===== config.mk =====
export PLATFORM = sky130hd
export DESIGN_NAME = gcr_regs
export DESIGN_NICKNAME = d
export VERILOG_FILES = /design/src/gcr_pkg.sv /design/src/gcr_regs.sv
export SDC_FILE = /design/constraint.sdc
export NUM_CORES = 1
export LEC_CHECK = 0
export ABC_AREA = 1
export ABC_CLOCK_PERIOD_IN_PS = 2900
export BUFFER_PORTS_ARGS = -buffer_cell sky130_fd_sc_hd__buf_2
export CORE_ASPECT_RATIO = 0.9
export CORE_MARGIN = 1
export CORE_UTILIZATION = 42
export CTS_CLUSTER_DIAMETER = 200
export DETAILED_ROUTE_END_ITERATION = 8
export PLACE_DENSITY = 0.62
export SETUP_SLACK_MARGIN = 0.2
export SLEW_MARGIN = 20
export SYNTH_ARGS = -nofsm -noshare
export SYNTH_HDL_FRONTEND = slang
export SYNTH_SLANG_ARGS = --single-unit
export TNS_END_PERCENT = 1

===== constraint.sdc =====
create_clock -name clk -period 2.9 [get_ports clk]
set_input_delay 0.145 -clock clk [delete_from_list [all_inputs] [get_ports clk]]
set_output_delay 0.145 -clock clk [all_outputs]
set_load 0.05 [all_outputs]

===== src/gcr_pkg.sv =====
// constants for the pin and converter clear-value register block
package gcr_pkg;
	// register address width and data width of the serial frame, clear-code width, pin and channel counts
	localparam int unsigned ADDR_W   = 7;
	localparam int unsigned DATA_W   = 16;
	localparam int unsigned CODE_W   = 10;
	localparam int unsigned PIN_N    = 12;
	localparam int unsigned CH_N     = 4;

	// register offsets
	localparam logic [6:0] OFS_CLEAR_CH0  = 7'h2f;
	localparam logic [6:0] OFS_CLEAR_CH1  = 7'h30;
	localparam logic [6:0] OFS_CLEAR_CH2  = 7'h31;
	localparam logic [6:0] OFS_CLEAR_CH3  = 7'h32;
	localparam logic [6:0] OFS_PIN_DIR    = 7'h33;
	localparam logic [6:0] OFS_PIN_OUT    = 7'h34;
	localparam logic [6:0] OFS_PIN_IN     = 7'h35;

	// field positions
	localparam int unsigned CODE_MSB     = 9;
	localparam int unsigned PIN_MSB      = 11;
	localparam int unsigned GRP_A_LSB    = 0;
	localparam int unsigned GRP_B_LSB    = 4;
	localparam int unsigned GRP_C_LSB    = 8;

	// reset values
	localparam logic [9:0]  RST_CLEAR_CODE = 10'h000;
	localparam logic [11:0] RST_PIN_DIR    = 12'h000;
	localparam logic [11:0] RST_PIN_OUT    = 12'h000;

	// serial frame: read flag, address, data, msb first
	localparam logic [4:0] FRAME_BITS    = 5'd24;
	localparam logic [4:0] CMD_BITS      = 5'd8;
	localparam int unsigned CMD_RW_BIT   = 7;
	localparam logic [4:0] BITCNT_ZERO   = 5'd0;
	localparam logic [4:0] BITCNT_ONE    = 5'd1;

	// frame phases
	typedef enum logic [1:0] {
		GCR_IDLE = 2'b00,
		GCR_CMD  = 2'b01,
		GCR_DATA = 2'b10,
		GCR_DONE = 2'b11
	} gcr_phase_e;
endpackage : gcr_pkg


===== src/gcr_regs.sv =====
// serial register slave with twelve pins and four converter clear codes
`timescale 1ns/1ps
`default_nettype none
module gcr_regs
	import gcr_pkg::*;
(
	input  wire logic                      clk,             // system clock, 20 MHz
	input  wire logic                      sys_rst,         // synchronous reset, active high
	input  wire logic                      spi_sclk,        // serial clock from host
	input  wire logic                      spi_cs_n,        // frame select, active low
	input  wire logic                      spi_sdi,         // serial data from host
	output logic                           spi_sdo,         // serial data to host
	output logic                           spi_sdo_oe,      // sdo driven while selected
	input  wire logic [gcr_pkg::PIN_N-1:0] pin_in,          // pin levels from pads
	output logic      [gcr_pkg::PIN_N-1:0] pin_out,         // pin drive levels
	output logic      [gcr_pkg::PIN_N-1:0] pin_oe,          // pin drive enables
	output logic      [gcr_pkg::CODE_W-1:0] clear_code_ch0, // clear code channel 0
	output logic      [gcr_pkg::CODE_W-1:0] clear_code_ch1, // clear code channel 1
	output logic      [gcr_pkg::CODE_W-1:0] clear_code_ch2, // clear code channel 2
	output logic      [gcr_pkg::CODE_W-1:0] clear_code_ch3  // clear code channel 3
);
	import gcr_pkg::*;

	// synchroniser stages for serial pins
	logic [2:0]           sclk_s_r;
	logic [2:0]           csn_s_r;
	logic [2:0]           sdi_s_r;
	logic                 sclk_f_r;
	logic                 csn_f_r;
	logic                 sdi_f_r;
	logic                 sclk_prev_r;
	// synchroniser stages for pins
	logic [PIN_N-1:0]     pin_s1_r;
	logic [PIN_N-1:0]     pin_s2_r;
	logic [PIN_N-1:0]     pin_s3_r;
	logic [PIN_N-1:0]     pin_f_r;
	// frame state
	gcr_phase_e           phase_r;
	gcr_phase_e           phase_nxt;
	logic [4:0]           bit_cnt_r;
	logic [DATA_W-1:0]    shift_in_r;
	logic [DATA_W-1:0]    shift_out_r;
	logic                 rd_flag_r;
	logic [ADDR_W-1:0]    addr_r;
	logic                 sdo_r;
	// register contents
	logic [CODE_W-1:0]    clear_code_r [CH_N];
	logic [PIN_N-1:0]     pin_dir_r;
	logic [PIN_N-1:0]     pin_val_r;
	logic [PIN_N-1:0]     pin_drv_r;
	// derived strobes
	logic                 sclk_rise;
	logic                 sclk_fall;
	logic                 selected;
	logic                 cmd_done;
	logic                 frame_done;
	logic                 wr_commit;
	logic [DATA_W-1:0]    wr_word;
	logic [DATA_W-1:0]    rd_word;
	logic [PIN_N-1:0]     pin_readback;
	logic [ADDR_W-1:0]    cmd_addr;

	// three-stage synchronisers, only stage two reads stage one
	always_ff @(posedge clk) begin
		if (sys_rst) begin
			sclk_s_r <= 3'h0;
			csn_s_r  <= 3'h7;
			sdi_s_r  <= 3'h0;
		end else begin
			sclk_s_r <= {sclk_s_r[1:0], spi_sclk};
			csn_s_r  <= {csn_s_r[1:0], spi_cs_n};
			sdi_s_r  <= {sdi_s_r[1:0], spi_sdi};
		end
	end

	// filtered serial levels, updated when stages two and three agree
	always_ff @(posedge clk) begin
		if (sys_rst) begin
			sclk_f_r    <= 1'b0;
			csn_f_r     <= 1'b1;
			sdi_f_r     <= 1'b0;
			sclk_prev_r <= 1'b0;
		end else begin
			if (sclk_s_r[1] == sclk_s_r[2]) begin
				sclk_f_r <= sclk_s_r[2];
			end
			if (csn_s_r[1] == csn_s_r[2]) begin
				csn_f_r <= csn_s_r[2];
			end
			if (sdi_s_r[1] == sdi_s_r[2]) begin
				sdi_f_r <= sdi_s_r[2];
			end
			sclk_prev_r <= sclk_f_r;
		end
	end

	// pin input synchronisers and agreement filter
	always_ff @(posedge clk) begin
		if (sys_rst) begin
			pin_s1_r <= 12'h000;
			pin_s2_r <= 12'h000;
			pin_s3_r <= 12'h000;
			pin_f_r  <= 12'h000;
		end else begin
			pin_s1_r <= pin_in;
			pin_s2_r <= pin_s1_r;
			pin_s3_r <= pin_s2_r;
			pin_f_r  <= (pin_s2_r & pin_s3_r) | (pin_f_r & (pin_s2_r ^ pin_s3_r));
		end
	end

	// edge strobes of the filtered serial clock
	assign selected   = ~csn_f_r;
	assign sclk_rise  = selected & sclk_f_r & ~sclk_prev_r;
	assign sclk_fall  = selected & ~sclk_f_r & sclk_prev_r;
	assign cmd_done   = sclk_rise && (bit_cnt_r == (CMD_BITS - BITCNT_ONE));
	assign frame_done = sclk_rise && (bit_cnt_r == (FRAME_BITS - BITCNT_ONE));
	assign wr_word    = {shift_in_r[DATA_W-2:0], sdi_f_r};
	assign wr_commit  = frame_done & ~rd_flag_r;
	assign cmd_addr   = {shift_in_r[ADDR_W-2:0], sdi_f_r};

	// frame phase sequencing
	always_comb begin
		phase_nxt = phase_r;
		case (phase_r)
			GCR_IDLE: begin
				if (selected) begin
					phase_nxt = GCR_CMD;
				end
			end
			GCR_CMD: begin
				if (cmd_done) begin
					phase_nxt = GCR_DATA;
				end
			end
			GCR_DATA: begin
				if (frame_done) begin
					phase_nxt = GCR_DONE;
				end
			end
			GCR_DONE: begin
				phase_nxt = GCR_DONE;
			end
			default: begin
				phase_nxt = GCR_IDLE;
			end
		endcase
		if (!selected) begin
			phase_nxt = GCR_IDLE;
		end
	end

	always_ff @(posedge clk) begin
		if (sys_rst) begin
			phase_r <= GCR_IDLE;
		end else begin
			phase_r <= phase_nxt;
		end
	end

	// bit counter and input shifter
	always_ff @(posedge clk) begin
		if (sys_rst) begin
			bit_cnt_r  <= BITCNT_ZERO;
			shift_in_r <= 16'h0000;
		end else if (!selected) begin
			bit_cnt_r  <= BITCNT_ZERO;
		end else if (sclk_rise && (phase_r != GCR_DONE)) begin
			bit_cnt_r  <= bit_cnt_r + BITCNT_ONE;
			shift_in_r <= wr_word;
		end
	end

	// command capture at the eighth bit
	always_ff @(posedge clk) begin
		if (sys_rst) begin
			rd_flag_r <= 1'b0;
			addr_r    <= 7'h00;
		end else if (cmd_done && (phase_r == GCR_CMD)) begin
			rd_flag_r <= shift_in_r[CMD_RW_BIT-1];
			addr_r    <= cmd_addr;
		end
	end

	// readback of the pin input register
	assign pin_readback = (pin_dir_r & pin_val_r) | (~pin_dir_r & pin_f_r);

	// read data multiplexer, unmapped offsets read zero
	always_comb begin
		rd_word = 16'h0000;
		case (cmd_addr)
			OFS_CLEAR_CH0: rd_word = {6'h00, clear_code_r[0]};
			OFS_CLEAR_CH1: rd_word = {6'h00, clear_code_r[1]};
			OFS_CLEAR_CH2: rd_word = {6'h00, clear_code_r[2]};
			OFS_CLEAR_CH3: rd_word = {6'h00, clear_code_r[3]};
			OFS_PIN_DIR:   rd_word = {4'h0, pin_dir_r};
			OFS_PIN_OUT:   rd_word = {4'h0, pin_val_r};
			OFS_PIN_IN:    rd_word = {4'h0, pin_readback};
			default:       rd_word = 16'h0000;
		endcase
	end

	// output shifter, loaded at command end and shifted on falling edges
	always_ff @(posedge clk) begin
		if (sys_rst) begin
			shift_out_r <= 16'h0000;
			sdo_r       <= 1'b0;
		end else if (!selected) begin
			sdo_r       <= 1'b0;
		end else if (cmd_done && (phase_r == GCR_CMD)) begin
			shift_out_r <= shift_in_r[CMD_RW_BIT-1] ? rd_word : 16'h0000;
		end else if (sclk_fall && (phase_r == GCR_DATA)) begin
			sdo_r       <= shift_out_r[DATA_W-1];
			shift_out_r <= {shift_out_r[DATA_W-2:0], 1'b0};
		end
	end

	// clear-code registers, one per channel
	always_ff @(posedge clk) begin
		if (sys_rst) begin
			for (int i = 0; i < CH_N; i++) begin
				clear_code_r[i] <= RST_CLEAR_CODE;
			end
		end else if (wr_commit && (phase_r == GCR_DATA)) begin
			case (addr_r)
				OFS_CLEAR_CH0: clear_code_r[0] <= wr_word[CODE_MSB:0];
				OFS_CLEAR_CH1: clear_code_r[1] <= wr_word[CODE_MSB:0];
				OFS_CLEAR_CH2: clear_code_r[2] <= wr_word[CODE_MSB:0];
				OFS_CLEAR_CH3: clear_code_r[3] <= wr_word[CODE_MSB:0];
				OFS_PIN_IN: begin
					// read-only offset, the written word is dropped
				end
				default: begin
				end
			endcase
		end
	end

	// direction register, writes to the input register leave it unchanged
	always_ff @(posedge clk) begin
		if (sys_rst) begin
			pin_dir_r <= RST_PIN_DIR;
		end else if (wr_commit && (phase_r == GCR_DATA) && (addr_r == OFS_PIN_DIR)) begin
			pin_dir_r <= wr_word[PIN_MSB:0];
		end
	end

	// output-value register, writable whatever the direction
	always_ff @(posedge clk) begin
		if (sys_rst) begin
			pin_val_r <= RST_PIN_OUT;
		end else if (wr_commit && (phase_r == GCR_DATA) && (addr_r == OFS_PIN_OUT)) begin
			pin_val_r <= wr_word[PIN_MSB:0];
		end
	end

	// registered pad level, updated in the same cycle as the register it follows,
	// so a pin never carries a drive level while its enable is low
	always_ff @(posedge clk) begin
		if (sys_rst) begin
			pin_drv_r <= RST_PIN_OUT & RST_PIN_DIR;
		end else if (wr_commit && (phase_r == GCR_DATA) && (addr_r == OFS_PIN_DIR)) begin
			pin_drv_r <= pin_val_r & wr_word[PIN_MSB:0];
		end else if (wr_commit && (phase_r == GCR_DATA) && (addr_r == OFS_PIN_OUT)) begin
			pin_drv_r <= wr_word[PIN_MSB:0] & pin_dir_r;
		end
	end

	// pad level from the drive register
	assign pin_out = pin_drv_r;

	// group views of the pins for the three banks, joined into the pad enables
	logic [3:0] grp_a_dir;
	logic [3:0] grp_b_dir;
	logic [3:0] grp_c_dir;
	assign grp_a_dir = pin_dir_r[GRP_A_LSB +: 4];
	assign grp_b_dir = pin_dir_r[GRP_B_LSB +: 4];
	assign grp_c_dir = pin_dir_r[GRP_C_LSB +: 4];
	assign pin_oe    = {grp_c_dir, grp_b_dir, grp_a_dir};

	// serial output and clear codes
	assign spi_sdo        = sdo_r;
	assign spi_sdo_oe     = selected;
	assign clear_code_ch0 = clear_code_r[0];
	assign clear_code_ch1 = clear_code_r[1];
	assign clear_code_ch2 = clear_code_r[2];
	assign clear_code_ch3 = clear_code_r[3];
endmodule : gcr_regs
`default_nettype wire


* Yosys cells after proc, flatten, opt, wreduce, memory -nomap -nowiden
Memories as Yosys holds them, arrays and structs flattened.
Cells that the tools add are included.
** Cells by class
- Mux-type cells :: 31
- Bitwise gates (word level) :: 24
- Reduce and logical (&&, ||, !) cells :: 16
- $add $sub $neg :: 1
- Equal/unequal tests :: 24
** Operators with widths (number)
- 7-bit by 6-bit == test with 1-bit output, second input constant :: 13
- 12-bit case mux with 7 select lines :: 1
- 12-bit AND :: 6
- 10-bit two-way mux :: 4
- 12-bit two-way mux :: 3
- 16-bit two-way mux :: 2
- 12-bit bitwise OR :: 2
- 1-bit two-way mux :: 18
- 12-bit NOT :: 1
- 12-bit XOR :: 1
- 1-bit logical AND :: 8
- 2-bit case mux with 4 select lines :: 1
- 2-bit AND reduction :: 4
- 2-bit inequality test, second input constant :: 3
- 5-bit by 1-bit adder with 5-bit output, second input constant :: 1
- 1-bit AND :: 5
- 5-bit by 3-bit == test with 1-bit output, second input constant :: 1
- 5-bit == test, second input constant :: 1
- 1-bit NOT :: 5
- 2-bit == test, second input constant :: 2
- 2-bit two-way mux :: 2
- 1-bit bitwise OR :: 4
- 2-bit nonzero test :: 2
- 1-bit == test :: 3
- 3 further kinds :: 3
** Word-level totals
- RAM bits :: 40
- Input bits :: 17
- Output and inout port bits :: 66
- Word-level logic and storage cells :: 118
- Register bits :: 140
- Memories :: 1
** Memory list
- clear_code_r :: depth 4, width 10, rd ports 4, clocked after Yosys merged registers in 0, wr ports 4, line gcr_regs.sv:47 : logic [CODE_W-1:0] clear_code_r [CH_N];

* Depth between registers and ports, before layout
- Depth in word-level cells :: 10
- Depth in mapped cells :: 12
- Depth with buffers taken out :: 10

* Worst setup path before layout
Ideal clock, no wire load.
- Path type :: register -> register
- Start point :: reg csn_f_r
- End point :: mem clear_code_r[0][0] (enable)
- Arrival :: 1.911 ns
- Path slack :: 0.598 ns
- Setup time :: 0.391 ns
- Path buffers :: 1
- Period minus slack after synthesis :: 2.302 ns
- Stages on the path, launching flop included :: 9
- Required time :: 2.509 ns
- Cell sequence :: dfxtp_1 > inv_2 > nand3_2 > inv_2 > nand2_2 > nor2_4 > buf_6 > nand2_4 > o21ai_0
** RTL lines
- start: declaration :: line gcr_regs.sv:29 : logic csn_f_r;
- start signal: assignment :: line gcr_regs.sv:88 : csn_f_r <= csn_s_r[2];
- end: declaration :: line gcr_regs.sv:47

* Worst setup path after layout
- Start point :: reg shift_in_r[5]
- End point :: reg shift_out_r[7]
** Between the ends
- Cells in the longest elaborated chain, start to end :: 4
- Elaborated cells on any way between the ends :: 10
- Classes of those cells :: 7 x eq/ne; 3 x mux
** RTL lines
- start: declaration :: line gcr_regs.sv:41 : logic [DATA_W-1:0] shift_in_r;
- start signal: assignment :: line gcr_regs.sv:170 : shift_in_r <= wr_word;
- 7-bit by 6-bit == test with 1-bit output :: line gcr_regs.sv:191 : case (cmd_addr)
- 12-bit case mux with 7 select lines * :: line gcr_regs.sv:191
- 12-bit two-way mux * :: line gcr_regs.sv:211 : shift_out_r <= shift_in_r[CMD_RW_BIT-1] ? rd_word : 16'h0000;
- 16-bit two-way mux * :: line gcr_regs.sv:210 : end else if (cmd_done && (phase_r == GCR_CMD)) begin
- end signal: assignment :: line gcr_regs.sv:211
- end signal: assignment :: line gcr_regs.sv:214 : shift_out_r <= {shift_out_r[DATA_W-2:0], 1'b0};
- end: declaration :: line gcr_regs.sv:42 : logic [DATA_W-1:0] shift_out_r;
Mark *: on every way between the ends. The rest lies on a longest branch, timed or not.
A chain may end at the register's enable or synchronous reset.

==> results.py <==
metrics = {
    "sta": {
        "max-slew-margin-rel": 0.539,
        "report.final.hold_viol_count": 0,
        "timing.final.setup_violations": 0,
        "fin_setup_tns_ns": 0,
        "layout_worst_path_cycle_share": 0.775,
        "period_minus_slack_ns": 2.25,
        "measured_slew_at_the_worst_slew_check_pin_ns": 0.685,
        "final.hold.worst_slack_ns": 0.0856,
        "achievable-frequency_ghz": 0.445,
        "timing.clock.skew_ns": 0.00801,
        "rsz0062_at_grt": "no",
        "maxSlewViolCount": 0,
    },
    "setup_path": {
        "timing_worst_setup_path_type": "flip-flop to flip-flop",
        "critPathLaunchType": "flip-flop",
        "worst_setup_path_end_kind": "flip-flop",
        "critical_path_arrival_ns": 2.55,
        "path_max_fanout": 13,
        "timing.critical_path.required_ns": 3.20,
    },
    "route": {
        "detail_route.wirelength_um": 19800,
        "drt_via_density": 4.96,
        "route.vias.total": 6515,
        "ant_nets": 0,
        "drt_iter0_drc": 465,
        "drc": 0,
        "firstDrtPassIters": 7,
        "drt-wirelength-per-cell_um": 15.0,
    },
    "synth": {
        "cells_after_synthesis": 977,
        "netlist_area_sq_um": 7760,
        "synth.distinct_cells": 37,
        "yosysWarningCount": 0,
        "ys_ff_latch": 180,
        "syn-num-nets": 1007,
        "ys_seq_area_frac": 0.516,
        "postSynthAreaPerCell_sq_um": 7.94,
    },
    "status": {
        "outcome": "completed",
    },
    "clock_network": {
        "cts_max_path_buffers": 2,
        "clkSinkCount": 180,
        "clkTransAtPathRegs_ns": 0.06,
        "tritoncts": "built",
        "clock_tree.root_cell": "sky130_fd_sc_hd__clkbuf_16",
        "h-tree-depth": 4,
        "post-cts-setup-buffers": 0,
        "tritoncts.num_buffers": 17,
        "post_cts_resized": 0,
        "clk_latency_worst_skew_pair_ns": 0.43,
    },
    "floorplanning": {
        "fp.dieH_um": 131,
        "dieArea_sq_um": 19000,
        "rows": 46,
        "floorplan.io_pins": 83,
        "initial_core_util": 0.435,
        "core_area_sq_um": 17800,
        "floorplan.die.width_um": 145,
    },
    "power_and_ir_drop": {
        "power_density_nw_per_um2": 574,
        "p_leak_nw": 3.76,
        "vdd_ir_drop_max_v": 0.000449,
    },
    "finish": {
        "layout.core_utilization": 0.510,
        "nets": 1091,
        "final.fill_count": 1752,
        "flow.area_growth_from_synthesis_pct": 17.4,
        "drive_gt1_frac": 0.161,
        "num_antenna_cells": 0,
        "finish.instance_area_sq_um": 9110,
    },
    "placed_design": {
        "port_buffers": 82,
        "post-dp-hpwl_um": 13800,
        "gpl_congestion": 0.863,
        "placement.cell_area_sq_um": 8350,
    },
    "run": {
        "maxCapViolCount": 0,
    },
    "hold_path": {
        "class_of_the_worst_hold_path": "input port to flip-flop",
    },
    "global_route": {
        "grt_pass1_wl_um": 31400,
        "grt_max_degree": 51,
        "groute.usage.overall": 0.215,
        "first_global_vias": 5791,
        "grt_overflow": 0,
        "number_of_antenna_violations_at_the_first_check_in_global_routing": 0,
    },
}
## synth_stat cells (all sizes together)
library cell	count	area (sq um)
nor2	189	744
nor3	16	130
xor2	1	8.76
nor4	1	6.26
or2	5	31.3
nand2	155	602
dfxtp	140	2800
o21ai	39	195
edfxtp	40	1200
ha	13	163
inv	113	424
a31oi	1	6.26
a211oi	12	90.1
nor3b	9	67.6
clkbuf	20	76.3
nand4	11	90.1
nand3	114	596
or3	1	6.26
o211ai	1	7.51
clkinv	1	3.75
a21oi	66	330
o22ai	1	6.26
buf	28	168
## routing by layer
layer / global-route usage / vias to the layer above / share of wire
li1: - / 3329 / -
met5: 0 / - / 0
met4: 0.0632 / 0 / 0.013
met3: 0.0420 / 19 / 0.067
met2: 0.332 / 212 / 0.43
met1: 0.307 / 2955 / 0.49
## critical path: stages (launching register included)
cell and delay (ns):
sky130_fd_sc_hd__dfxtp_1 0.56, sky130_fd_sc_hd__inv_1 0.25, sky130_fd_sc_hd__nand3_2 0.33, sky130_fd_sc_hd__nor2_1 0.14, sky130_fd_sc_hd__a21oi_1 0.19, sky130_fd_sc_hd__nand3_1 0.36
sky130_fd_sc_hd__nand3_1 0.20, sky130_fd_sc_hd__a21oi_1 0.08
## state kept, by name, summed over array words and instances (netlist names), 2 cells and up
name	count
clear_code_r	40
shift_out_r	16
pin_f_r	12
pin_oe	12
pin_out	12
pin_s1_r	12
pin_s2_r	12
pin_s3_r	12
pin_val_r	12
shift_in_r	11
addr_r	7
bit_cnt_r	5
csn_s_r	3
sclk_s_r	3
sdi_s_r	3
phase_r	2
## timing repair
item / 4_1_cts / 5_1_grt
endpoints found under the setup margin: 0 / 0
endpoints found under the hold margin: 15 / 0
hold buffers: 15 / 0
## final cells by class
class | count | area [sq um] | area share
Inverter | 114 | 428 | 0.0470
Multi-Input combinational cell | 635 | 3090 | 0.339
Clock buffer | 20 | 478 | 0.0525
Timing Repair Buffer | 113 | 683 | 0.0750
Clock inverter | 12 | 125 | 0.0137
Tap cell | 240 | 300 | 0.0330
Sequential cell | 180 | 4000 | 0.440
## power by group
| group | switching [mW] | internal [mW] |
|---|---|---|
| Clock | 0.982 | 1.36 |
| Sequential | 0.0252 | 2.61 |
| Combinational | 0.180 | 0.0627 |
| Total | 1.19 | 4.04 |
## through the flow
step / cells / worst slack (ns) / power [mW]
floorplan: 977 / 0.598 / 2.86
global placement: 1267 / 0.724 / 2.92
detailed placement: 1267 / 0.670 / 2.92
CTS: 1314 / 0.654 / 5.26
global route: 1314 / 0.460 / 5.38
finish: 1314 / 0.652 / 5.23
## cells in the final DEF (no fill, tap or decap), drive strengths merged, types with 2 or more instances in the layout
cell type / instances
a211oi: 12
a21oi: 66
buf: 98
bufinv: 2
clkbuf: 20
clkinv: 4
clkinvlp: 3
dfxtp: 140
dlygate4sd3: 15
edfxtp: 40
ha: 13
inv: 117
nand2: 155
nand3: 114
nand4: 11
nor2: 189
nor3: 16
nor3b: 9
o21ai: 39
or2: 5
## worst paths after layout
check / cells past startpoint / slack (ns) / endpoint / start
setup / recovery: 7 / 0.65 / shift_out_r[7] / shift_in_r[5]
hold / removal: 2 / 0.09 / shift_out_r[12] / sys_rst
hold reg to reg: 2 / 0.40 / pin_s2_r[4] / pin_s1_r[4]
setup reg to reg: 7 / 0.65 / shift_out_r[7] / shift_in_r[5]
## cells by family (layout without fill, tap and decap cells)
group / count (synthesis) / count (layout) / synth area share
AND/OR/NAND/NOR: 501 / 501 / 0.293
AO/OA/AOI/OAI: 120 / 120 / 0.0820
flip-flops: 180 / 180 / 0.516
XOR/XNOR: 1 / 1 / 0.00113
adder cells (fa/ha/maj): 13 / 13 / 0.0210
buffers and inverters: 162 / 259 / 0.0866
Power figures use the tool's default switching activity.
